**src/logic/mpbs_pkg.sv**
```systemverilog
package mpbs_pkg;

  // Register byte addresses
  localparam logic [31:0] ADDR_LOCAL_ID = 32'hFEE0_0020;
  localparam logic [31:0] ADDR_SPUR_VEC = 32'hFEE0_00F0;
  localparam logic [31:0] ADDR_CMD_LOW = 32'hFEE0_0300;
  localparam logic [31:0] ADDR_ERR_VEC = 32'hFEE0_0370;

  // Field positions and reset values
  localparam int SPUR_EN_BIT = 8;
  localparam int ID_BYTE_POS = 24;
  localparam logic [31:0] SPUR_RESET = 32'h0000_0000;
  localparam logic [31:0] ERR_VEC_RESET = 32'h0000_0000;
  localparam logic [31:0] ID_READ_MASK = 32'hFF00_0000;

  // Command encodings
  localparam logic [31:0] CMD_INIT_ALL = 32'h000C_4500;
  localparam logic [23:0] CMD_STARTUP_HI = 24'h00_0C46;

  // Start addresses
  localparam logic [31:0] RESET_VECTOR = 32'hFFFF_FFF0;

  // Cycle counts
  localparam int BUILTIN_SELF_TEST_CYCLES = 64;
  localparam int QUIET_CYCLES = 16;

  typedef enum logic [1:0] {
    MPBS_MSG_BOOT_SEL,
    MPBS_MSG_FINAL_SEL,
    MPBS_MSG_INIT,
    MPBS_MSG_STARTUP
  } mpbs_msg_kind_t;

  typedef struct packed {
    mpbs_msg_kind_t kind;
    logic [7:0] src;
    logic [7:0] vec;
  } mpbs_msg_t;

  typedef struct packed {
    logic wr;
    logic [31:0] addr;
    logic [31:0] wdata;
  } mpbs_reg_req_t;

  // Lower ID wins, so ID 0 becomes the default bootstrap processor
  function automatic logic [7:0] mpbs_prio(input logic [31:0] id);
    mpbs_prio = 8'hFF - id[7:0];
  endfunction : mpbs_prio

  // Startup page address: vector in bits 19:12
  function automatic logic [31:0] mpbs_start_addr(input logic [7:0] vv);
    mpbs_start_addr = {12'h000, vv, 12'h000};
  endfunction : mpbs_start_addr

endpackage : mpbs_pkg

```
**src/logic/mpbs_builtin_self_test.sv**
```systemverilog
`timescale 1ns/1ps
module mpbs_builtin_self_test #(
  parameter int CYCLES = mpbs_pkg::BUILTIN_SELF_TEST_CYCLES
) (
  // Clock and reset
  input wire logic clk_sys,
  input wire logic sys_rst,
  // Control
  input wire logic start,
  output logic done
);
  import mpbs_pkg::*;

  localparam int CW = $clog2(CYCLES + 1);
  localparam logic [CW-1:0] LAST = CW'(CYCLES - 1);

  logic [CW-1:0] cnt_r;
  logic run_r;

  always_ff @(posedge clk_sys or posedge sys_rst) begin
    if (sys_rst) begin
      run_r <= 1'b0;
      cnt_r <= '0;
      done <= 1'b0;
    end else if (start && !run_r && !done) begin
      run_r <= 1'b1;
      cnt_r <= '0;
    end else if (run_r) begin
      if (cnt_r == LAST) begin
        run_r <= 1'b0;
        done <= 1'b1;
      end else begin
        cnt_r <= cnt_r + CW'(1);
      end
    end
  end

endmodule : mpbs_builtin_self_test

```
**src/logic/mpbs_quiet_detect.sv**
```systemverilog
`timescale 1ns/1ps
module mpbs_quiet_detect #(
  parameter int QUIET = mpbs_pkg::QUIET_CYCLES
) (
  // Clock and reset
  input wire logic clk_sys,
  input wire logic sys_rst,
  // Watch window and pin
  input wire logic arm,
  input wire logic line_pin,
  output logic quiet
);
  import mpbs_pkg::*;

  localparam int CW = $clog2(QUIET + 1);
  localparam logic [CW-1:0] LAST = CW'(QUIET - 1);

  logic sync1_r;
  logic sync2_r;
  logic prev_r;
  logic seen_r;
  logic [CW-1:0] still_r;

  always_ff @(posedge clk_sys or posedge sys_rst) begin
    if (sys_rst) begin
      sync1_r <= 1'b0;
      sync2_r <= 1'b0;
      prev_r <= 1'b0;
    end else begin
      sync1_r <= line_pin;
      sync2_r <= sync1_r;
      prev_r <= sync2_r;
    end
  end

  // Quiet only after the line has toggled at least once
  always_ff @(posedge clk_sys or posedge sys_rst) begin
    if (sys_rst) begin
      seen_r <= 1'b0;
      still_r <= '0;
      quiet <= 1'b0;
    end else if (!arm) begin
      still_r <= '0;
      quiet <= 1'b0;
    end else if (sync2_r != prev_r) begin
      seen_r <= 1'b1;
      still_r <= '0;
      quiet <= 1'b0;
    end else if (seen_r && !quiet) begin
      if (still_r == LAST) begin
        quiet <= 1'b1;
      end else begin
        still_r <= still_r + CW'(1);
      end
    end
  end

endmodule : mpbs_quiet_detect

```
**src/logic/mpbs_boot_select.sv**
```systemverilog
`timescale 1ns/1ps
module mpbs_boot_select #(
  parameter int BUILTIN_SELF_TEST_LEN = mpbs_pkg::BUILTIN_SELF_TEST_CYCLES,
  parameter int QUIET_LEN = mpbs_pkg::QUIET_CYCLES
) (
  // Clock and reset
  input wire logic clk_sys,
  input wire logic sys_rst,
  // Straps
  input wire logic [31:0] strap_id,
  input wire logic strap_ext_topology,
  input wire logic strap_new_gen,
  // Register port
  input wire logic reg_valid,
  input wire mpbs_pkg::mpbs_reg_req_t reg_req,
  output logic reg_ready,
  output logic reg_rvalid,
  output logic [31:0] reg_rdata,
  // System bus selection
  input wire logic bus_not_ready_line,
  output logic nop_req,
  output logic [7:0] nop_prio,
  input wire logic nop_won,
  input wire logic nop_lost,
  // Message bus
  output logic msg_tx_valid,
  output mpbs_pkg::mpbs_msg_t msg_tx,
  input wire logic msg_tx_ready,
  input wire logic msg_rx_valid,
  input wire mpbs_pkg::mpbs_msg_t msg_rx,
  // Core side
  input wire logic halt_req,
  input wire logic nmi_req,
  input wire logic smi_req,
  input wire logic intr_req,
  input wire logic snoop_req,
  input wire logic stop_clock_request_line,
  output logic snoop_ack,
  output logic stop_clock_ack,
  output logic wake,
  output logic fetch_valid,
  output logic [31:0] fetch_addr,
  // Status
  output logic bootstrap_processor,
  output logic application_processor,
  output logic halted,
  output logic unit_enabled,
  output logic [31:0] local_id,
  output logic [7:0] error_vector
);
  import mpbs_pkg::*;

  typedef enum logic [3:0] {
    ST_ID,
    ST_BUILTIN_SELF_TEST,
    ST_SEL_NEW,
    ST_SEL_OLD,
    ST_WAIT_FINAL,
    ST_BOOT_RUN,
    ST_WAIT_START,
    ST_AP_RUN,
    ST_HALTED
  } mpbs_state_t;

  mpbs_state_t state_r;
  mpbs_state_t state_nxt;
  logic ext_r;
  logic new_gen_r;
  logic [31:0] id_r;
  logic bsp_r;
  logic [31:0] spur_r;
  logic [31:0] err_r;
  logic sent_sel_r;
  logic builtin_self_test_done;
  logic quiet;
  logic wr_hit;
  logic rx_own;
  logic rx_init;
  logic rx_start;
  logic rx_bsel;
  logic rx_final;
  logic cmd_init;
  logic cmd_start;
  logic tx_free;

  mpbs_builtin_self_test #(
    .CYCLES(BUILTIN_SELF_TEST_LEN)
  ) u_builtin_self_test (
    .clk_sys(clk_sys),
    .sys_rst(sys_rst),
    .start(state_r == ST_BUILTIN_SELF_TEST),
    .done(builtin_self_test_done)
  );

  mpbs_quiet_detect #(
    .QUIET(QUIET_LEN)
  ) u_quiet (
    .clk_sys(clk_sys),
    .sys_rst(sys_rst),
    .arm(state_r == ST_SEL_NEW),
    .line_pin(bus_not_ready_line),
    .quiet(quiet)
  );

  assign reg_ready = 1'b1;
  assign wr_hit = reg_valid && reg_req.wr;
  assign rx_own = msg_rx.src == id_r[7:0];
  assign rx_init = msg_rx_valid && msg_rx.kind == MPBS_MSG_INIT && !rx_own;
  assign rx_start = msg_rx_valid && msg_rx.kind == MPBS_MSG_STARTUP;
  assign rx_bsel = msg_rx_valid && msg_rx.kind == MPBS_MSG_BOOT_SEL;
  assign rx_final = msg_rx_valid && msg_rx.kind == MPBS_MSG_FINAL_SEL;
  assign tx_free = !msg_tx_valid || msg_tx_ready;
  assign cmd_init = wr_hit && reg_req.addr == ADDR_CMD_LOW &&
                    reg_req.wdata == CMD_INIT_ALL;
  assign cmd_start = wr_hit && reg_req.addr == ADDR_CMD_LOW &&
                      reg_req.wdata[31:8] == CMD_STARTUP_HI;

  // unique ID assignment, straps caught once after reset
  always_ff @(posedge clk_sys or posedge sys_rst) begin
    if (sys_rst) begin
      id_r <= '0;
      ext_r <= 1'b0;
      new_gen_r <= 1'b0;
    end else if (state_r == ST_ID) begin
      id_r <= strap_ext_topology ? strap_id : {24'h000000, strap_id[7:0]};
      ext_r <= strap_ext_topology;
      new_gen_r <= strap_new_gen;
    end else if (wr_hit && reg_req.addr == ADDR_LOCAL_ID) begin
      id_r <= {24'h000000, reg_req.wdata[ID_BYTE_POS +: 8]};
    end
  end

  always_ff @(posedge clk_sys or posedge sys_rst) begin
    if (sys_rst) begin
      spur_r <= SPUR_RESET;
    end else if (wr_hit && reg_req.addr == ADDR_SPUR_VEC) begin
      spur_r <= reg_req.wdata;
    end
  end

  always_ff @(posedge clk_sys or posedge sys_rst) begin
    if (sys_rst) begin
      err_r <= ERR_VEC_RESET;
    end else if (wr_hit && reg_req.addr == ADDR_ERR_VEC) begin
      err_r <= reg_req.wdata;
    end
  end

  // Read data, one cycle after the request
  always_ff @(posedge clk_sys or posedge sys_rst) begin
    if (sys_rst) begin
      reg_rvalid <= 1'b0;
      reg_rdata <= '0;
    end else begin
      reg_rvalid <= reg_valid && !reg_req.wr;
      case (reg_req.addr)
        ADDR_LOCAL_ID: reg_rdata <= {id_r[7:0], 24'h000000} & ID_READ_MASK;
        ADDR_SPUR_VEC: reg_rdata <= spur_r;
        ADDR_ERR_VEC: reg_rdata <= err_r;
        default: reg_rdata <= '0;
      endcase
    end
  end

  always_comb begin
    state_nxt = state_r;
    case (state_r)
      ST_ID: state_nxt = ST_BUILTIN_SELF_TEST;
      ST_BUILTIN_SELF_TEST: if (builtin_self_test_done) begin
        state_nxt = new_gen_r ? ST_SEL_NEW : ST_SEL_OLD;
      end
      ST_SEL_NEW: if (nop_req && nop_won) begin
        state_nxt = ST_BOOT_RUN;
      end else if (nop_req && nop_lost) begin
        state_nxt = ST_WAIT_START;
      end
      ST_SEL_OLD: if (rx_bsel) begin
        state_nxt = ST_WAIT_FINAL;
      end
      ST_WAIT_FINAL: if (rx_final) begin
        state_nxt = bsp_r ? ST_BOOT_RUN : ST_WAIT_START;
      end
      ST_BOOT_RUN: if (rx_init) begin
        state_nxt = ST_BOOT_RUN;
      end
      ST_WAIT_START: if (rx_start) begin
        state_nxt = ST_AP_RUN;
      end
      ST_AP_RUN: if (rx_init) begin
        state_nxt = ST_WAIT_START;
      end else if (halt_req) begin
        state_nxt = ST_HALTED;
      end
      // wake only on init, NMI, SYSTEM_MANAGEMENT_INTERRUPT
      ST_HALTED: if (rx_init) begin
        state_nxt = bsp_r ? ST_BOOT_RUN : ST_WAIT_START;
      end else if (nmi_req || smi_req) begin
        state_nxt = ST_AP_RUN;
      end
      default: state_nxt = ST_ID;
    endcase
  end

  always_ff @(posedge clk_sys or posedge sys_rst) begin
    if (sys_rst) begin
      state_r <= ST_ID;
    end else begin
      state_r <= state_nxt;
    end
  end

  // Bootstrap flag, set once per reset and kept across inits
  always_ff @(posedge clk_sys or posedge sys_rst) begin
    if (sys_rst) begin
      bsp_r <= 1'b0;
    end else if (state_r == ST_SEL_NEW && nop_req && nop_won) begin
      bsp_r <= 1'b1;
    end else if (state_r == ST_SEL_OLD && rx_bsel && rx_own) begin
      bsp_r <= 1'b1;
    end
  end

  // request no-op cycle once line is quiet
  always_ff @(posedge clk_sys or posedge sys_rst) begin
    if (sys_rst) begin
      nop_req <= 1'b0;
      nop_prio <= '0;
    end else begin
      nop_req <= state_nxt == ST_SEL_NEW && quiet;
      nop_prio <= mpbs_prio(id_r);
    end
  end

  // Message transmitter, one slot; command writes while busy are dropped
  always_ff @(posedge clk_sys or posedge sys_rst) begin
    if (sys_rst) begin
      msg_tx_valid <= 1'b0;
      msg_tx <= '0;
      sent_sel_r <= 1'b0;
    end else if (tx_free) begin
      msg_tx_valid <= 1'b0;
      if (state_r == ST_SEL_OLD && !sent_sel_r && !rx_bsel) begin
        msg_tx_valid <= 1'b1;
        msg_tx <= '{MPBS_MSG_BOOT_SEL, id_r[7:0], 8'h00};
        sent_sel_r <= 1'b1;
      end else if (state_r == ST_WAIT_FINAL && bsp_r && sent_sel_r) begin
        msg_tx_valid <= 1'b1;
        msg_tx <= '{MPBS_MSG_FINAL_SEL, id_r[7:0], 8'h00};
        sent_sel_r <= 1'b0;
      end else if (cmd_init) begin
        msg_tx_valid <= 1'b1;
        msg_tx <= '{MPBS_MSG_INIT, id_r[7:0], 8'h00};
      end else if (cmd_start) begin
        msg_tx_valid <= 1'b1;
        msg_tx <= '{MPBS_MSG_STARTUP, id_r[7:0], reg_req.wdata[7:0]};
      end
    end
  end

  // Code fetch start pulses
  always_ff @(posedge clk_sys or posedge sys_rst) begin
    if (sys_rst) begin
      fetch_valid <= 1'b0;
      fetch_addr <= '0;
    end else begin
      fetch_valid <= 1'b0;
      if (state_nxt == ST_BOOT_RUN &&
          (state_r != ST_BOOT_RUN || rx_init)) begin
        fetch_valid <= 1'b1;
        fetch_addr <= RESET_VECTOR;
      end else if (state_r == ST_WAIT_START && rx_start) begin
        fetch_valid <= 1'b1;
        fetch_addr <= mpbs_start_addr(msg_rx.vec);
      end
    end
  end

  // snoops and stop-clock always serviced; maskable ignored when halted
  always_ff @(posedge clk_sys or posedge sys_rst) begin
    if (sys_rst) begin
      snoop_ack <= 1'b0;
      stop_clock_ack <= 1'b0;
      wake <= 1'b0;
      halted <= 1'b0;
    end else begin
      snoop_ack <= snoop_req;
      stop_clock_ack <= stop_clock_request_line;
      wake <= state_r == ST_HALTED && state_nxt != ST_HALTED;
      halted <= state_nxt == ST_HALTED;
    end
  end

  assign bootstrap_processor = bsp_r;
  assign application_processor = !bsp_r &&
    (state_r == ST_WAIT_START || state_r == ST_AP_RUN ||
     state_r == ST_HALTED);
  assign unit_enabled = spur_r[SPUR_EN_BIT];
  assign local_id = ext_r ? id_r : {24'h000000, id_r[7:0]};
  assign error_vector = err_r[7:0];
endmodule : mpbs_boot_select

```
**config.mk**
```make
export PLATFORM = sky130hd
export DESIGN_NAME = mpbs_boot_select
export DESIGN_NICKNAME = d
export VERILOG_FILES = /design/src/logic/mpbs_pkg.sv /design/src/logic/mpbs_builtin_self_test.sv /design/src/logic/mpbs_quiet_detect.sv /design/src/logic/mpbs_boot_select.sv
export SDC_FILE = /design/constraint.sdc
export NUM_CORES = 1
export LEC_CHECK = 0
export ABC_AREA = 1
export BUFFER_PORTS_ARGS = -buffer_cell sky130_fd_sc_hd__buf_2
export CAP_MARGIN = 20
export CORE_MARGIN = 8
export CORE_UTILIZATION = 52
export DETAILED_ROUTE_END_ITERATION = 8
export MAX_ROUTING_LAYER = met4
export PLACE_DENSITY_LB_ADDON = 0.3
export SYNTH_ARGS = -nofsm -noshare
export SYNTH_HDL_FRONTEND = slang
export SYNTH_HIERARCHICAL = 1
export SYNTH_SLANG_ARGS = --single-unit
```
**constraint.sdc**
```tcl
create_clock -name clk_sys -period 9.05 [get_ports clk_sys]
set_input_delay 2.2625 -clock clk_sys [delete_from_list [all_inputs] [get_ports clk_sys]]
set_output_delay 2.2625 -clock clk_sys [all_outputs]
set_load 0.02 [all_outputs]
```
==> impl_results.md <==
- Die width: between 100 and 150 um
- Largest net degree at the start of global routing: 107
- Net count, final: 1405
- Tot Pwr: 2.87 mW
- Commonest cells after routing, fill and taps aside: 277 x nand2_1, 266 x buf_2, 198 x dfrtp_1
- Crit Path Class: reg2out
- Power per cell area: about 260 nW/um^2
- DIE AREA: 21900 um^2
- Final Setup Violations: 0
- Max-cap violation count: 0
- Crit. End Element: output pin
- Worst slew margin: a little under two fifths
- Max Clk Rate: 0.254 GHz
- Die Y: 148 um
- WL per Instance: around 16 um
- Clk Latency, worst-skew pair: 0.44 ns
- Drt drc: 0
- GRT Total Usage: between 20% and 30%
- Antenna Violating Nets Remaining: 0
- Setup Buffers After CTS: 0
- Largest area contributor in the netlist: dfrtp_1
- Global-route wire length before repair: 39.0 mm
- Clk_skew: around 0.013 ns
- Synth async-reset ratio: 100%
- Synth unique cells: 43
- Vias: 7614
- Number of global-route vias before repair: around 7.7k
- Worst-path fanout max: 25
- CTS tree: yes
- Met1 global-route usage: 28.4%
- PostCTS Resize Cnt: 0
- Crit path arrival time: 1.68 ns
- GR Util met3: 5.72%
- Top post-synthesis cells by area: dfrtp_1 55%, nand2_1 11%, inv_1 5.8%, nand3_1 4.1%, buf_4 3.6%
- Vias per cell: 5.05
- Setup ws final: ~5 ns
- GRT overflow: 0
- HPWL Detailed: 17.4 mm
- GR Util met2: 36.3%
- I/O Pins: 273
- Port buffer count: 266
- Leakage power: ~6.0 nW
- Worst Setup Start Kind: register
- Most common cell after layout, fill and taps aside: nand2_1
- Synth Register Bits: about 200
- Share of layout cells above drive strength 1: between 20% and 30%
- Dpl ws: 4.28 ns
- Routed WL: around 24 mm
- Maximum VDD drop: 0.000168 V
- Fin Hold WS: 0.359 ns
- Slew Viols, Final: 0
- Clk slew on worst S/H paths: 0.07 ns
- Status: completed
- Global placer's final weighted congestion: 0.873
- Area Overhead vs Synth: 20.3%
- GR peak layer: met2
- Mean post-synth cell area: 8.60 um^2
- Unrepaired setup endpoints after global routing: false
- Worst EP required: 6.79 ns
- Clk buf depth: 2
- Antenna violations before repair: 1
- CTS Buf Count: 17
- Iteration-0 DRC Markers: 599
- Final min period: around 3.9 ns
- Worst Tran Pin Value: 0.942 ns
- Sequential-to-total area share from yosys stat: 54.7%
- Setup TNS Final: 0 ns
- CORE AREA: about 17000 um^2
- First-pass DRT Iterations: 5
- Mapped Cells: 1053
- R2R Setup Slk: slightly below 7 ns
- Hold Path Class: reg2reg
- CTS Hold Bufs: 0
- EDFF count, synth: 0
- Fin util: 63.4%
- Ys flop type: dfrtp_1
- Mapped Area: 9050 um^2
- Synth top area share: 54.7%
- Clock Tree Root: clkbuf_16
- Initial Utilization: 52.7%
- Final hold viol count: 0
- FP Rows: 48
- Yosys warnings: 6
- Fin crit share: 43.6%
- Htree depth: 4
- CTS Sinks: roughly 200
path summary, 6_finish.rpt:
path	end	cells after the start	from
setup / recovery	local_id[15]	3	ext_r
hold / removal	u_quiet/sync2_r	0	u_quiet/sync1_r
setup reg to reg	fetch_addr[16]	11	id_r[0]
hold reg to reg	u_quiet/sync2_r	0	u_quiet/sync1_r
max in group asynchronous	spur_r[3]	3	sys_rst
min in group asynchronous	u_builtin_self_test/run_r	2	sys_rst
logic make-up after synthesis:
kind of cell,synth area share (%)
XOR/XNOR,0.290
multiplexers,0.885
adder cells (fa/ha/maj),0.415
other,0.0830
AND/OR/NAND/NOR,22.1
AO/OA/AOI/OAI,10.1
buffers and inverters,11.3
flip-flops,54.7
through the flow:
| step | area (um^2) | instances |
|---|---|---|
| 6_report | 10900 | 1509 |
| 5_1_grt | 10900 | 1509 |
| 4_1_cts | 10900 | 1507 |
| 3_5_place_dp | 10300 | 1476 |
| 3_3_place_gp | 10200 | 1475 |
| 2_1_floorplan | 9060 | 1056 |
area by class of cell:
cell class	count	area, um^2
fillers	1483	6290
repair buffers	274	1420
flip-flops and latches	198	4950
inverters	145	553
clock inverters	13	160
well taps	225	282
multi-input cells	635	3080
clock buffers	18	429
diodes	1	2.50
flip-flops by register name, summed over array words and instances (netlist names), 4 cells and up:
signal,cells
err_r,32
id_r,32
reg_rdata,32
spur_r,32
msg_tx,18
fetch_addr,9
nop_prio,8
u_builtin_self_test/cnt_r,7
u_quiet/still_r,5
state_r,4
worst max-delay path: stages, from the launching register on:
cell     delay, ns
dfrtp_1       0.87
nand2_1       0.12
inv_1         0.09
buf_2         0.17
report_power, final:
group | internal [mW] | switching [mW] | total [mW]
sequential | 1.04 | 0.139 | 1.18
clock | 0.417 | 0.352 | 0.768
combinational | 0.291 | 0.630 | 0.922
total | 1.75 | 1.12 | 2.87
synth_stat cells, drive strengths merged, types with 10 or more instances:
| cell type | n |
|---|---|
| o21ai | 113 |
| a22o | 24 |
| buf | 60 |
| dfrtp | 198 |
| a21oi | 10 |
| nand2 | 284 |
| nand4 | 10 |
| nor2 | 58 |
| nor3 | 18 |
| nand3 | 78 |
| inv | 142 |
| clkbuf | 18 |
metal layers:
metal / share of wire [%] / wire, um / vias to the layer above
met4: 1.8 / 437 / 0
met3: 7.2 / 1750 / 31
met5: 0 / 0 / -
met1: 43 / 10300 / 3554
met2: 48 / 11800 / 290
li1: - / - / 3739
Note: power is estimated with default switching activity, not from simulation.
